--- config.mk ---
export PLATFORM = sky130hd
export DESIGN_NAME = host_interface_select
export DESIGN_NICKNAME = d
export VERILOG_FILES = /design/src/rtl/host_interface_select.v /design/src/rtl/stream_fifo.v
export VERILOG_INCLUDE_DIRS = /design/src /design/src/rtl
export SDC_FILE = /design/constraint.sdc
export NUM_CORES = 1
export LEC_CHECK = 0
export ABC_AREA = 1
export BUFFER_PORTS_ARGS = -buffer_cell sky130_fd_sc_hd__buf_2
export CORE_MARGIN = 4
export CORE_UTILIZATION = 50
export DETAILED_ROUTE_END_ITERATION = 8
export PLACE_DENSITY = 0.67
export SLEW_MARGIN = 20
export SYNTH_ARGS = -nofsm -noshare
export SYNTH_HDL_FRONTEND = slang
export SYNTH_HIERARCHICAL = 1
export SYNTH_SLANG_ARGS = --single-unit
--- constraint.sdc ---
create_clock -name i_ref_clk -period 2.25 [get_ports i_ref_clk]
set_clock_uncertainty 0.15 [all_clocks]
set_input_delay 0.1125 -clock i_ref_clk [delete_from_list [all_inputs] [get_ports i_ref_clk]]
set_output_delay 0.1125 -clock i_ref_clk [all_outputs]
set_load 0.1 [all_outputs]
--- src/rtl/host_if_select_map.vh ---
`ifndef HOST_IF_SELECT_MAP_VH
`define HOST_IF_SELECT_MAP_VH
`define STRAP_SETTLE_CYCLES 8'h10
`define SEL_UART_I2C        1'b1
`define SEL_SPI             1'b0
`define UART_DIV_RESET      16'h043D
`define SPI_MAX_HZ          3000000
`define I2C_MAX_HZ          100000
`define CLK_HZ              125000000
`endif

--- src/rtl/host_interface_select.v ---
`include "host_if_select_map.vh"
`default_nettype none
module host_interface_select #(
  parameter DW = 8,
  parameter FIFO_DEPTH = 8
) (
  // Clock and reset
  input  wire          i_ref_clk,
  input  wire          i_reset_n,
  // Straps
  input  wire          i_if_select_strap,
  input  wire          i_safe_boot_strap_n,
  // Shared pins
  input  wire          i_pin_tx_miso,
  output reg           o_pin_tx_miso,
  output reg           o_pin_tx_miso_oe,
  input  wire          i_pin_rx_mosi,
  input  wire          i_pin_scl_sclk,
  input  wire          i_pin_sda_cs_n,
  output reg           o_pin_sda,
  output reg           o_pin_sda_oe,
  // UART configuration
  input  wire [15:0]   i_uart_divider,
  // Outbound message bytes from the core
  input  wire [DW-1:0] i_tx_data,
  input  wire          i_tx_valid,
  output reg           o_tx_ready,
  // Inbound bytes toward the core
  output reg  [DW-1:0] o_rx_data,
  output reg           o_rx_valid,
  // Status
  output reg           o_strap_done,
  output reg           o_spi_selected,
  output reg           o_i2c_slave_channel_en,
  output reg           o_safe_boot,
  output reg           o_rtc_reset_n
);
  // Two-stage synchronisers for all pins except i_pin_tx_miso
  reg [1:0] s_sel, s_sb, s_rx, s_clk, s_cs;
  always @(posedge i_ref_clk or negedge i_reset_n) begin
    if (!i_reset_n) begin
      s_sel <= 2'h3;
      s_sb  <= 2'h3;
      s_rx  <= 2'h3;
      s_clk <= 2'h3;
      s_cs  <= 2'h3;
    end else begin
      s_sel <= {s_sel[0], i_if_select_strap};
      s_sb  <= {s_sb[0], i_safe_boot_strap_n};
      s_rx  <= {s_rx[0], i_pin_rx_mosi};
      s_clk <= {s_clk[0], i_pin_scl_sclk};
      s_cs  <= {s_cs[0], i_pin_sda_cs_n};
    end
  end

  // Strap capture after reset release; RTC reset held until done
  reg [7:0] settle;
  reg       sel_uart;
  always @(posedge i_ref_clk or negedge i_reset_n) begin
    if (!i_reset_n) begin
      settle         <= 8'h00;
      o_strap_done   <= 1'b0;
      sel_uart       <= `SEL_UART_I2C;
      o_safe_boot    <= 1'b0;
      o_rtc_reset_n  <= 1'b0;
    end else if (!o_strap_done) begin
      settle <= settle + 8'h01;
      if (settle == `STRAP_SETTLE_CYCLES) begin
        o_strap_done  <= 1'b1;
        sel_uart      <= s_sel[1];
        o_safe_boot   <= !s_sb[1];
        o_rtc_reset_n <= 1'b1;
      end
    end
  end

  // Mode outputs
  wire spi_mode = o_strap_done && (sel_uart == `SEL_SPI);
  wire uart_mode = o_strap_done && (sel_uart == `SEL_UART_I2C);
  always @(posedge i_ref_clk or negedge i_reset_n) begin
    if (!i_reset_n) begin
      o_spi_selected         <= 1'b0;
      o_i2c_slave_channel_en <= 1'b0;
    end else begin
      o_spi_selected         <= spi_mode;
      o_i2c_slave_channel_en <= uart_mode;
    end
  end

  // Outbound FIFO shared by whichever port is active
  wire [DW-1:0] f_data;
  wire          f_valid;
  wire          f_ready_in;
  reg           f_pop;
  stream_fifo #(.WIDTH(DW), .DEPTH(FIFO_DEPTH), .AW(3)) u_fifo (
    .i_ref_clk (i_ref_clk),
    .i_reset_n (i_reset_n),
    .i_data    (i_tx_data),
    .i_valid   (i_tx_valid && o_tx_ready),
    .o_ready   (f_ready_in),
    .o_data    (f_data),
    .o_valid   (f_valid),
    .i_ready   (f_pop)
  );
  // Ready drops for one cycle after each accepted byte, so a registered
  // ready never promises a slot that the last push has just filled
  always @(posedge i_ref_clk or negedge i_reset_n) begin
    if (!i_reset_n)
      o_tx_ready <= 1'b0;
    else
      o_tx_ready <= f_ready_in && o_strap_done && !(i_tx_valid && o_tx_ready);
  end

  // Edge detection on synchronised link clock and receive pin
  reg  clk_d, rx_d;
  always @(posedge i_ref_clk or negedge i_reset_n) begin
    if (!i_reset_n) begin
      clk_d <= 1'b1;
      rx_d  <= 1'b1;
    end else begin
      clk_d <= s_clk[1];
      rx_d  <= s_rx[1];
    end
  end
  wire sclk_rise = s_clk[1] && !clk_d;
  wire sclk_fall = !s_clk[1] && clk_d;
  wire cs_act    = spi_mode && !s_cs[1];

  // SPI slave shift logic, mode 0, MSB first
  reg [DW-1:0] spi_sh_in, spi_sh_out;
  reg [2:0]    spi_bit;
  reg          spi_loaded;
  reg          spi_owns;                          // Shift byte still sits in the FIFO
  // UART engine
  reg [15:0]   baud_cnt;
  reg [3:0]    u_tx_bit, u_rx_bit;
  reg [DW+1:0] u_tx_sh;
  reg [DW-1:0] u_rx_sh;
  reg [15:0]   u_rx_cnt;
  reg          u_rx_busy;
  always @(posedge i_ref_clk or negedge i_reset_n) begin
    if (!i_reset_n) begin
      spi_sh_in        <= {DW{1'b0}};
      spi_sh_out       <= {DW{1'b1}};
      spi_bit          <= 3'h0;
      spi_loaded       <= 1'b0;
      spi_owns         <= 1'b0;
      baud_cnt         <= 16'h0000;
      u_tx_bit         <= 4'h0;
      u_tx_sh          <= {(DW+2){1'b1}};
      u_rx_sh          <= {DW{1'b0}};
      u_rx_bit         <= 4'h0;
      u_rx_cnt         <= 16'h0000;
      u_rx_busy        <= 1'b0;
      f_pop            <= 1'b0;
      o_rx_data        <= {DW{1'b0}};
      o_rx_valid       <= 1'b0;
      o_pin_tx_miso    <= 1'b1;
      o_pin_tx_miso_oe <= 1'b0;
      o_pin_sda        <= 1'b0;
      o_pin_sda_oe     <= 1'b0;
    end else begin
      f_pop      <= 1'b0;
      o_rx_valid <= 1'b0;
      o_pin_sda     <= 1'b0;
      o_pin_sda_oe  <= 1'b0;
      if (spi_mode) begin
        // TX pin serves as MISO, driven only while selected
        o_pin_tx_miso_oe <= cs_act;
        o_pin_tx_miso    <= spi_sh_out[DW-1];
        if (!cs_act) begin
          spi_bit    <= 3'h0;
          spi_loaded <= 1'b0;
          spi_owns   <= 1'b0;
        end else begin
          // Peek only: a byte cut short by chip select stays queued
          if (!spi_loaded) begin
            spi_sh_out <= (f_valid && !f_pop) ? f_data : {DW{1'b1}};
            spi_owns   <= f_valid && !f_pop;
            spi_loaded <= 1'b1;
          end
          if (sclk_rise) begin
            spi_sh_in <= {spi_sh_in[DW-2:0], s_rx[1]};
            spi_bit   <= spi_bit + 3'h1;
            if (spi_bit == 3'h7) begin
              o_rx_data  <= {spi_sh_in[DW-2:0], s_rx[1]};
              o_rx_valid <= 1'b1;
              f_pop      <= spi_owns;
              spi_owns   <= 1'b0;
            end
          end
          if (sclk_fall && spi_loaded) begin
            if (spi_bit == 3'h0)
              spi_loaded <= 1'b0;
            else
              spi_sh_out <= {spi_sh_out[DW-2:0], 1'b1};
          end
        end
      end else if (uart_mode) begin
        // UART transmitter with configurable divider
        o_pin_tx_miso_oe <= 1'b1;
        o_pin_tx_miso    <= u_tx_sh[0];
        if (baud_cnt == 16'h0000) begin
          baud_cnt <= i_uart_divider;
          if (u_tx_bit != 4'h0) begin
            u_tx_sh  <= {1'b1, u_tx_sh[DW+1:1]};
            u_tx_bit <= u_tx_bit - 4'h1;
          end else if (f_valid && !f_pop) begin
            u_tx_sh  <= {1'b1, f_data, 1'b0};
            u_tx_bit <= 4'h9;
            f_pop    <= 1'b1;
          end
        end else begin
          baud_cnt <= baud_cnt - 16'h0001;
        end
        // UART receiver, samples mid-bit
        if (!u_rx_busy) begin
          if (!s_rx[1] && rx_d) begin
            u_rx_busy <= 1'b1;
            u_rx_cnt  <= {1'b0, i_uart_divider[15:1]};
            u_rx_bit  <= 4'h0;
          end
        end else if (u_rx_cnt != 16'h0000) begin
          u_rx_cnt <= u_rx_cnt - 16'h0001;
        end else begin
          u_rx_cnt <= i_uart_divider;
          u_rx_bit <= u_rx_bit + 4'h1;
          if (u_rx_bit == 4'h0) begin
            if (s_rx[1])
              u_rx_busy <= 1'b0;
          end else if (u_rx_bit <= 4'h8) begin
            u_rx_sh <= {s_rx[1], u_rx_sh[DW-1:1]};
          end else begin
            u_rx_busy <= 1'b0;
            if (s_rx[1]) begin
              o_rx_data  <= u_rx_sh;
              o_rx_valid <= 1'b1;
            end
          end
        end
      end else begin
        o_pin_tx_miso_oe <= 1'b0;
        o_pin_tx_miso    <= 1'b1;
      end
    end
  end
endmodule
`default_nettype wire

--- src/rtl/stream_fifo.v ---
`default_nettype none
module stream_fifo #(
  parameter WIDTH = 8,
  parameter DEPTH = 8,
  parameter AW    = 3
) (
  input  wire             i_ref_clk,
  input  wire             i_reset_n,
  input  wire [WIDTH-1:0] i_data,
  input  wire             i_valid,
  output wire             o_ready,
  output wire [WIDTH-1:0] o_data,
  output wire             o_valid,
  input  wire             i_ready
);
  reg [WIDTH-1:0] mem [0:DEPTH-1];
  reg [AW:0]      wr_ptr;
  reg [AW:0]      rd_ptr;
  wire            full;
  wire            empty;
  assign full    = (wr_ptr[AW-1:0] == rd_ptr[AW-1:0]) && (wr_ptr[AW] != rd_ptr[AW]);
  assign empty   = (wr_ptr == rd_ptr);
  assign o_ready = !full;
  assign o_valid = !empty;
  assign o_data  = mem[rd_ptr[AW-1:0]];
  // Storage write
  always @(posedge i_ref_clk) begin
    if (i_valid && !full)
      mem[wr_ptr[AW-1:0]] <= i_data;
  end
  // Pointers
  always @(posedge i_ref_clk or negedge i_reset_n) begin
    if (!i_reset_n) begin
      wr_ptr <= {(AW+1){1'b0}};
      rd_ptr <= {(AW+1){1'b0}};
    end else begin
      if (i_valid && !full)
        wr_ptr <= wr_ptr + 1'b1;
      if (i_ready && !empty)
        rd_ptr <= rd_ptr + 1'b1;
    end
  end
endmodule
`default_nettype wire

---- Yosys cells after proc, flatten, opt, wreduce, memory -nomap -nowiden ----
Memories as Yosys holds them, arrays and structs flattened.
Index checks and enable logic that the tools add are counted.
cells by class
  bitwise gates (word level) .............. 5
  add/sub/neg operators ................... 8
  reductions and logical operators ........ 43
  divide/modulo/power cells ............... 0
  $mul .................................... 0
  order comparisons ....................... 1
  mux-type cells .......................... 66
  shifts and indexed selects .............. 0
  eq/ne operators ......................... 13
operator list
  kind                     number
  $mux W8                  14
  $mux W16                 4
  $mux W1                  39
  $sub A16 B1 Y16 const B  2
  $mux W10                 2
  $mux W4                  5
  $logic_not A16 Y1        1
  $reduce_bool A16 Y1      1
  $logic_and A1 B1 Y1      14
  $add A4 B1 Y4 const B    3
  $ne A2 B2 Y1 const B     5
  $reduce_bool A2 Y1       5
  $logic_not A1 Y1         9
  $reduce_and A9 Y1        1
  $add A8 B1 Y8 const B    1
  $eq A8 B5 Y1 const B     1
  $reduce_and A2 Y1        4
  $reduce_and A4 Y1        2
  $mux W3                  2
  $ne A2 B1 Y1 const B     3
  $reduce_and A3 Y1        2
  $reduce_and A6 Y1        1
  $not A1 Y1               5
  $eq A4 B4 Y1             1
  other kinds (9)          9
storage, ports and cells
  input bits .............................. 33
  memories kept ........................... 1
  memory bits (writable) .................. 64
  bits in read-only memories .............. 0
  bits in latches ......................... 0
  output and inout port bits .............. 19
  register bits ........................... 126
memory list
  name        words  width  read ports  clocked after Yosys merged registers in  wr ports  line              text
  u_fifo.mem  8      8      1           0                                        1         stream_fifo.v:16  reg [WIDTH-1:0] mem [0:DEPTH-1];

---- Longest topological paths before layout ----
Gate-level depths: netlist of run 1.
  depth after elaboration ................. 8
  gate-level depth with buffers ........... 14
  depth with buffers taken out ............ 13

---- Hierarchy ----
The synthesis of run 1 kept the hierarchy.
by module, submodules not included
  module                 seq. area each (µm²)  cells an instance  area each (µm²)  times used
  host_interface_select  2,966.6               811                6,312.3          1
  stream_fifo            2,122.0               265                3,041.7          1

---- Worst setup path before layout of run 1 ----
OpenSTA, ideal clock, no wires.
  path type ............................... register -> register
  from .................................... reg o_strap_done
  to ...................................... reg u_rx_sh[0]
  required time ........................... 1.983 ns
  period minus slack after synthesis ...... 2.239 ns
  path slack .............................. 0.011 ns
  data arrival time ....................... 1.972 ns
  stages on the path, launching flop included .. 9
  cells stage by stage .................... dfrtp_1 -> nand2_4 -> clkinv_4 -> nand2_2 -> a21oi_2 -> nand3_4 -> buf_6 -> o21ai_1 -> inv_1
between the ends
  cells in the longest elaborated chain, start to end .. 3
  elaborated cells on any way between the ends .. 4
  classes of those cells .................. bitwise: 1; reduce/logical: 3
RTL lines
  item                             line                         text
  start, declared                  host_interface_select.v:32   output reg o_strap_done,
  start signal, assigned           host_interface_select.v:62   o_strap_done <= 1'b0;
  start signal, assigned           host_interface_select.v:69   o_strap_done <= 1'b1;
  $logic_and A1 B1 Y1              host_interface_select.v:78   wire spi_mode = o_strap_done && (sel_uart == `SEL_SPI);
  $not A1 Y1 (no line)             --
  $reduce_and A6 Y1 (no line) (*)  --
  end signal, assigned             host_interface_select.v:151  u_rx_sh <= {DW{1'b0}};
  end signal, assigned             host_interface_select.v:232  u_rx_sh <= {s_rx[1], u_rx_sh[DW-1:1]};
  end, declared                    host_interface_select.v:138  reg [DW-1:0] u_rx_sh;
Every way passes the cells marked *; elsewhere a longest branch is shown, timed or not.
A chain may end at the register's enable or synchronous reset.

---- Worst setup path after layout of run 1 ----
  from .................................... reg u_rx_cnt[5]
  to ...................................... reg o_rx_data[0]
between the ends
  cells in the longest elaborated chain, start to end .. 3
RTL lines
  item                         line                         text
  start, declared              host_interface_select.v:139  reg [15:0] u_rx_cnt;
  start signal, assigned       host_interface_select.v:220  u_rx_cnt <= {1'b0, i_uart_divider[15:1]};
  start signal, assigned       host_interface_select.v:224  u_rx_cnt <= u_rx_cnt - 16'h0001;
  start signal, assigned       host_interface_select.v:226  u_rx_cnt <= i_uart_divider;
  $reduce_bool A16 Y1          host_interface_select.v:223  end else if (u_rx_cnt != 16'h0000) begin
  $ne A2 B2 Y1 (no line)       --
  $reduce_and A9 Y1 (no line)  --
  end signal, assigned         host_interface_select.v:156  o_rx_data <= {DW{1'b0}};
  end signal, assigned         host_interface_select.v:186  o_rx_data <= {spi_sh_in[DW-2:0], s_rx[1]};
  end signal, assigned         host_interface_select.v:236  o_rx_data <= u_rx_sh;
  end, declared                host_interface_select.v:29   output reg [DW-1:0] o_rx_data,
No other way between the ends.

==> impl_results.md, run 1 <==
- Drt initial violations: 383
- Number of standard cells after synthesis: 1076
- Static Leakage: 5.21 nW
- Synthesis warning total: 6
- Crit path buf inv count: 0
- Core region area: 18200 um^2
- Worst-Margin Slew: 632 ps
- Total negative slack for setup checks: 0 ps
- Power per unit of standard cell area: 881 nW/um^2
- CTS tree: yes
- Crit path max fanout: 15
- Clock Latency Late Sink: 450 ps
- Worst-path cell with the longest stage delay: sky130_fd_sc_hd__dfrtp_1
- Util after Layout: 60.3%
- Vias after detailed routing: 7365
- Number of max-slew violations in the final report: 0
- FILL cells: 1563
- Sequential-to-total area share from yosys stat: 54.4%
- Adder and majority cell fraction of the synthesized area: 1.74%
- Predominant post-synthesis flop cell: sky130_fd_sc_hd__dfrtp_1
- Clk sink count: 189
- Register clock-pin slew on the reported worst setup and hold paths: 80 ps
- Congestion Overflow GR: 0
- Maximum frequency from static timing analysis: 0.504 GHz
- First-pass iteration count of the detailed router: 5
- Type of the most critical hold path: in -> async
- Dpl ws: 137 ps
- Worst-case setup margin in the final layout: 266 ps
- Initial Util: 51.4%
- Std cell rows: 49
- First-pass GRT wire length: 34.6 mm
- Dominant cell type by count on the critical path: sky130_fd_sc_hd__nand2_1
- Dominant combinational cell family by area after synthesis: simple AND/OR/NAND/NOR gates
- Die Ht: 145 um
- Die Area: 21000 um^2
- Clock Tree Buf Depth: 2
- Crit path arrival time: 2220 ps
- Minimum hold slack: 85.0 ps
- Global-route total usage across every layer: 20.8%
- Setup Crit Path Kind: reg -> reg
- Top Ports: 52
- Vias per Instance: 5.19
- Portion of the clock cycle consumed by the worst path in the final layout: 88.2%
- TritonCTS Buffers: 17
- Initial antenna violation count: 0
- Die width: 145 um
- Category of cells accounting for the largest share of critical-path delay: simple AND/OR/NAND/NOR gates
- Area growth from synthesis to layout: 17.3%
- Status: complete, no violations
- Critical-path cell list: nor2_2, nand2_1, nor2_4, nand2_4, nor2_8, nand3_4, nand2_4, nand2_1, nand2_1
- Setup repair after global routing missed its margin: no
- Post-synth EDFFs: 64
- XOR/XNOR Fraction of Synth Area: 1.50%
- Maximum number of pins on one net before global-route repair: 44
- DR WL/cell: 14.7 um
- Final Hold Fails: 0
- Required @ worst endpoint: 2480 ps
- Post-Synth Simple-Gate Area: 25.3%
- Worst voltage drop across the vdd grid: 0.659 mV
- Max-Cap Viols: 0
- Post-DP HPWL: 14.0 mm
- Min cycle time layout: 1980 ps
- Cell at the root of the clock tree: sky130_fd_sc_hd__clkbuf_16
- Number of antenna-violating nets in the routed design: 0
- Post-synth cell types: 48
- Power after layout: 9.67 mW
- Synth Cell Area: 9350 um^2
- Syn Area/Cell: 8.69 um^2
- Element type at the critical path start: flip-flop
- Register bit count reported by yosys: 189
- Biggest cell delay along the critical path: 420 ps
- H-Tree Level Count: 4
- Number of remaining DRC errors: 0
- Final setup fails: 0
- Sort of element at the end of the critical path: flip-flop
- Global placer's final weighted congestion: 0.923
- Antenna fix cells: 0
- Headroom to the max-slew limit: 57.8%
- Async set-reset flop share out of synthesis: 66.1%
- Proportion of synthesized area in mux cells: 1.02%
- Synth Area in Compound Gates: 9.32%
- Vias in the first global route: 7067
- Routed wire length: 20.8 mm
- Final #Nets: 1223
- IO Port Bufs: 48
- Fraction of layout instances using a drive strength above 1: 16.5%
-- cell usage after synthesis (2+ instances only) --
library cell	n	area (um^2)
sky130_fd_sc_hd__nand2_4	5	56.3
sky130_fd_sc_hd__edfxtp_1	64	1920
sky130_fd_sc_hd__nor2_2	7	43.8
sky130_fd_sc_hd__inv_1	100	375
sky130_fd_sc_hd__buf_4	5	37.5
sky130_fd_sc_hd__a21oi_2	2	17.5
sky130_fd_sc_hd__nand3_4	2	35.0
sky130_fd_sc_hd__o21ai_1	25	125
sky130_fd_sc_hd__dfrtp_1	94	2350
sky130_fd_sc_hd__nor2_1	119	447
sky130_fd_sc_hd__or2_2	3	18.8
sky130_fd_sc_hd__o22ai_1	17	106
sky130_fd_sc_hd__inv_2	12	45.0
sky130_fd_sc_hd__buf_2	12	60.1
sky130_fd_sc_hd__mux2i_1	5	50.1
sky130_fd_sc_hd__a21oi_1	24	120
sky130_fd_sc_hd__nand3_1	86	430
sky130_fd_sc_hd__xnor2_1	4	35.0
sky130_fd_sc_hd__o31ai_1	4	30.0
sky130_fd_sc_hd__o21ai_0	75	375
sky130_fd_sc_hd__mux2_1	4	45.0
sky130_fd_sc_hd__nor2_4	2	22.5
sky130_fd_sc_hd__nand4_1	6	37.5
sky130_fd_sc_hd__nand3b_1	2	15.0
sky130_fd_sc_hd__nand2_2	8	50.1
sky130_fd_sc_hd__nor4_1	2	12.5
sky130_fd_sc_hd__dfstp_2	31	815
sky130_fd_sc_hd__nand2_1	288	1080
sky130_fd_sc_hd__buf_6	5	56.3
sky130_fd_sc_hd__clkbuf_1	9	33.8
sky130_fd_sc_hd__ha_1	13	163
sky130_fd_sc_hd__xor2_1	12	105
sky130_fd_sc_hd__o211ai_1	10	75.1
sky130_fd_sc_hd__nor3_1	5	25.0
-- sequential cells by signal (all words and copies together), names as in the netlist, 2 cells and up --
signal,flops
u_tx_sh,9
settle,8
baud_cnt,16
s_rx,2
s_clk,2
u_rx_sh,8
u_rx_cnt,16
u_fifo/mem,64
u_rx_bit,4
u_fifo/wr_ptr,4
s_sb,2
u_tx_bit,4
spi_sh_out,8
u_fifo/rd_ptr,4
o_rx_data,8
s_cs,2
s_sel,2
spi_bit,3
spi_sh_in,7
-- cells in the final DEF, fill, tap and decap left out, types with 4 or more instances in the layout --
cell                            synthesis  final
sky130_fd_sc_hd__xnor2_1                4      4
sky130_fd_sc_hd__nand3_1               86     86
sky130_fd_sc_hd__inv_2                 12     12
sky130_fd_sc_hd__clkinv_8               0      4
sky130_fd_sc_hd__nand2_4                5      5
sky130_fd_sc_hd__nor2_2                 7      6
sky130_fd_sc_hd__clkbuf_16              0     17
sky130_fd_sc_hd__dlygate4sd3_1          0     31
sky130_fd_sc_hd__o22ai_1               17     17
sky130_fd_sc_hd__o21ai_1               25     25
sky130_fd_sc_hd__o31ai_1                4      4
sky130_fd_sc_hd__dfstp_2               31     31
sky130_fd_sc_hd__edfxtp_1              64     64
sky130_fd_sc_hd__ha_1                  13     13
sky130_fd_sc_hd__dfrtp_1               94     92
sky130_fd_sc_hd__mux2_1                 4      4
sky130_fd_sc_hd__a21oi_1               24     24
sky130_fd_sc_hd__o21ai_0               75     75
sky130_fd_sc_hd__nand2_1              288    287
sky130_fd_sc_hd__nand2_2                8      9
sky130_fd_sc_hd__inv_1                100    100
sky130_fd_sc_hd__nand4_1                6      6
sky130_fd_sc_hd__buf_4                  5     32
sky130_fd_sc_hd__buf_2                 12     47
sky130_fd_sc_hd__nor3_1                 5      5
sky130_fd_sc_hd__o211ai_1              10     10
sky130_fd_sc_hd__xor2_1                12     12
sky130_fd_sc_hd__inv_12                 0      7
sky130_fd_sc_hd__nor2_1               119    119
sky130_fd_sc_hd__mux2i_1                5      5
-- path summary, 6_finish.rpt --
path | start | endpoint | slack [ps] | cells after the start
worst max-delay path | u_rx_cnt[5] | o_rx_data[0] | 270 | 9
worst min-delay path | i_reset_n | baud_cnt[3] | 80 | 2
worst max register to register | u_rx_cnt[5] | o_rx_data[0] | 270 | 9
worst min register to register | s_sel[0] | s_sel[1] | 210 | 0
max in group asynchronous | i_reset_n | s_rx[0] | 1210 | 3
min in group i_ref_clk | i_pin_scl_sclk | s_clk[0] | 150 | 2
-- what timing repair did --
item / CTS / global route
hold endpoints to repair: 190 / 0
hold buffers: 31 / 0
gates resized for setup: 0 / 4
buffers inserted: 0 / 5
endpoints found under the setup margin: 0 / 5
-- final cells by class --
class | count | area [um^2] | area share (%)
Clock inverter | 15 | 241 | 2.20
Multi-Input combinational cell | 741 | 3650 | 33.2
Clock buffer | 17 | 425 | 3.88
Sequential cell | 189 | 5090 | 46.4
Inverter | 115 | 438 | 3.99
Timing Repair Buffer | 113 | 846 | 7.71
Tap cell | 229 | 287 | 2.61
-- stage by stage --
stage	instance area, um^2	instances
floorplan	9360	1077
detailed placement	9950	1351
finish	11000	1419
CTS	10900	1414
global placement	9950	1351
global route	11000	1419
-- worst register-to-register path, delay by kind of cell, from the launching register on --
kind	cells	cell delay, ps
AND/OR/NAND/NOR	9	1360
flip-flops	1	420
-- report_power, final --
part	total (mW)	internal [mW]	switching, mW
Sequential	4.42	4.06	0.362
Clock	3.30	1.61	1.69
Combinational	1.94	0.672	1.27
-- routing by layer --
metal | vias up | share of wire [%] | GRT usage (%)
met3 | 30 | 4.8 | 3.84
met2 | 202 | 48 | 34.6
met4 | 0 | 2.0 | 6.77
met5 | - | 0 | 0
met1 | 3410 | 45 | 27.7
li1 | 3723 | - | -
-- cells by family after synthesis --
kind of cell,count (synthesis)
and+or+nand+nor,541
DFF,189
AOI/OAI and AO/OA,160
buffers and inverters,147
xor gates and xnor gates,16
adders and majority gates,13
muxes,9
other,1
Note: power is estimated with default switching activity, not from simulation.
==> run 2, diff against run 1 <==
--- a/config.mk
+++ b/config.mk
@@ -12,6 +12,7 @@
 export CORE_UTILIZATION = 50
 export DETAILED_ROUTE_END_ITERATION = 8
 export PLACE_DENSITY = 0.67
+export RECOVER_POWER = 100
 export SLEW_MARGIN = 20
 export SYNTH_ARGS = -nofsm -noshare
 export SYNTH_HDL_FRONTEND = slang
==> impl_results.md, run 2 (synthesized netlist as in run 1, its figures left out) <==
- Power per unit of standard cell area: 888 nW/um^2 (was 881 nW/um^2)
- Antenna fix cells: 0 (unchanged)
- Reg2Reg Setup Slack: 180 ps (was 270 ps)
- Flip-flop count of the largest register, all copies and words added: 64 (unchanged)
- Maximum number of pins on one net before global-route repair: 44 (unchanged)
- CTS tree: yes (unchanged)
- Number of antenna-violating nets in the routed design: 0 (unchanged)
- Global-route total usage across every layer: 20.8% (unchanged)
- H-Tree Level Count: 4 (unchanged)
- Std cell rows: 49 (unchanged)
- Hold Path Sink: s_clk[0]
- Crit Reg-Reg Startpoint: sel_uart (was u_rx_cnt[5])
- Worst voltage drop across the vdd grid: 0.649 mV (was 0.659 mV)
- Initial Util: 51.4% (unchanged)
- Min-delay src: i_pin_scl_sclk
- Setup Crit Path Kind: reg -> reg (unchanged)
- Core region area: 18200 um^2 (unchanged)
- Final #Nets: 1223 (unchanged)
- First-pass iteration count of the detailed router: 5 (unchanged)
- Global placer's final weighted congestion: 0.923 (unchanged)
- Total negative slack for setup checks: 0 ps (unchanged)
- Die Ht: 145 um (unchanged)
- Required @ worst endpoint: 2420 ps (was 2480 ps)
- Fraction of layout instances using a drive strength above 1: 13.2% (was 16.5%)
- Maximum frequency from static timing analysis: 0.483 GHz (was 0.504 GHz)
- Vias in the first global route: 7067 (unchanged)
- Max-Cap Viols: 0 (unchanged)
- Final setup fails: 0 (unchanged)
- Headroom to the max-slew limit: 21.6% (was 57.8%)
- Power after layout: 9.63 mW (was 9.67 mW)
- Register clock-pin slew on the reported worst setup and hold paths: 90 ps (was 80 ps)
- Cell at the root of the clock tree: sky130_fd_sc_hd__clkbuf_16 (unchanged)
- Type of the most critical hold path: in -> reg (was in -> async)
- Number of remaining DRC errors: 0 (unchanged)
- Crit path max fanout: 13 (was 15)
- Final Hold Fails: 0 (unchanged)
- TritonCTS Buffers: 17 (unchanged)
- Reg2Reg Depth: 8 (was 9)
- Element type at the critical path start: flip-flop (unchanged)
- Congestion Overflow GR: 0 (unchanged)
- Status: complete, no violations (unchanged)
- Die Area: 21000 um^2 (unchanged)
- Most frequent cells in the layout: 290 x sky130_fd_sc_hd__nand2_1, 119 x sky130_fd_sc_hd__nor2_1, 103 x sky130_fd_sc_hd__inv_1 (was 287 x sky130_fd_sc_hd__nand2_1, 119 x sky130_fd_sc_hd__nor2_1, 100 x sky130_fd_sc_hd__inv_1)
- Min cycle time layout: 2070 ps (was 1980 ps)
- Clk sink count: 189 (unchanged)
- Critical R2R Capture: u_rx_cnt[14] (was o_rx_data[0])
- Crit path arrival time: 2240 ps (was 2220 ps)
- Post-DP HPWL: 14.0 mm (unchanged)
- Routed wire length: 20.7 mm (was 20.8 mm)
- Number of max-slew violations in the final report: 0 (unchanged)
- Clock Latency Late Sink: 450 ps (about the same)
- Drt initial violations: 433 (was 383)
- Initial antenna violation count: 0 (unchanged)
- IO Port Bufs: 48 (unchanged)
- Setup repair after global routing missed its margin: no (unchanged)
- Die width: 145 um (unchanged)
- DR WL/cell: 14.6 um (was 14.7 um)
- Vias after detailed routing: 7355 (was 7365)
- Worst-Margin Slew: 1180 ps (was 632 ps)
- Sort of element at the end of the critical path: flip-flop (unchanged)
- Clock Tree Buf Depth: 2 (unchanged)
- Hold Path Depth: 2
- Top Ports: 52 (unchanged)
- Most common cell after layout, fill and taps aside: sky130_fd_sc_hd__nand2_1 (unchanged)
- Static Leakage: 5.10 nW (was 5.21 nW)
- Portion of the clock cycle consumed by the worst path in the final layout: 92.1% (was 88.2%)
- Vias per Instance: 5.18 (was 5.19)
- First-pass GRT wire length: 34.6 mm (unchanged)
- Area growth from synthesis to layout: 15.9% (was 17.3%)
-- run 2: layout make-up --
| cell class | count | area, um^2 |
|---|---|---|
| Tap cell | 229 | 287 |
| Fill cell | 1599 | 7360 |
| Sequential cell | 189 | 5090 |
| Inverter | 115 | 438 |
| Timing Repair Buffer | 113 | 742 |
| Clock inverter | 15 | 241 |
| Clock buffer | 17 | 425 |
| Multi-Input combinational cell | 741 | 3620 |
-- run 2: power by group --
| group | internal [mW] | switching (mW) |
|---|---|---|
| Sequential | 4.06 | 0.361 |
| Combinational | 0.640 | 1.26 |
| Clock | 1.61 | 1.69 |
-- run 2: worst max path at each step --
stage	from	to	slack, ps	cells past startpoint
after global routing	u_fifo/wr_ptr[0]	u_tx_sh[3]	30	11
after global placement	u_fifo/wr_ptr[2]	u_tx_bit[2]	190	13
final	sel_uart	u_rx_cnt[14]	180	8
after CTS	u_fifo/wr_ptr[2]	u_tx_bit[2]	130	13
after detailed placement	u_fifo/wr_ptr[2]	u_tx_bit[2]	140	13
after floorplan	o_strap_done	u_rx_sh[0]	10	8
-- run 2: per-stage QoR --
step | util [%] | hold WS (ps) | instances | cell area (um^2) | setup WS (ps)
after detailed placement | 54.6 | 26.7 | 1351 | 9950 | 137
after global routing | 59.6 | 157 | 1419 | 10800 | 32.4
final | 59.6 | 153 | 1419 | 10800 | 178
after global placement | 54.6 | 21.8 | 1351 | 9950 | 186
after CTS | 60.0 | 97.2 | 1414 | 10900 | 125
after floorplan | - | -333 | 1077 | 9360 | 11.0
-- run 2: critical path, cell delays in order, from the launching register on --
cell,delay [ps]
sky130_fd_sc_hd__dfstp_2,600
sky130_fd_sc_hd__nand2_4,90
sky130_fd_sc_hd__clkinv_4,110
sky130_fd_sc_hd__nand2_2,80
sky130_fd_sc_hd__nand2_2,190
sky130_fd_sc_hd__clkbuf_2,310
sky130_fd_sc_hd__o21ai_1,110
sky130_fd_sc_hd__a21oi_1,210
sky130_fd_sc_hd__a21oi_1,100
-- run 2: repair_timing --
action | in CTS | in global routing
hold buffers | 31 | 0
setup endpoints to repair | 0 | 5
hold endpoints to repair | 190 | 0
resized for setup | 0 | 4
buffers inserted | 0 | 5
-- run 2: routing by layer --
| layer | global-route usage [%] | vias up | routed length, um |
|---|---|---|---|
| met4 | 6.77 | 0 | 440 |
| met1 | 27.7 | 3407 | 9220 |
| met2 | 34.6 | 193 | 10100 |
| met5 | 0 | - | 0 |
| li1 | - | 3722 | - |
| met3 | 3.84 | 33 | 1010 |
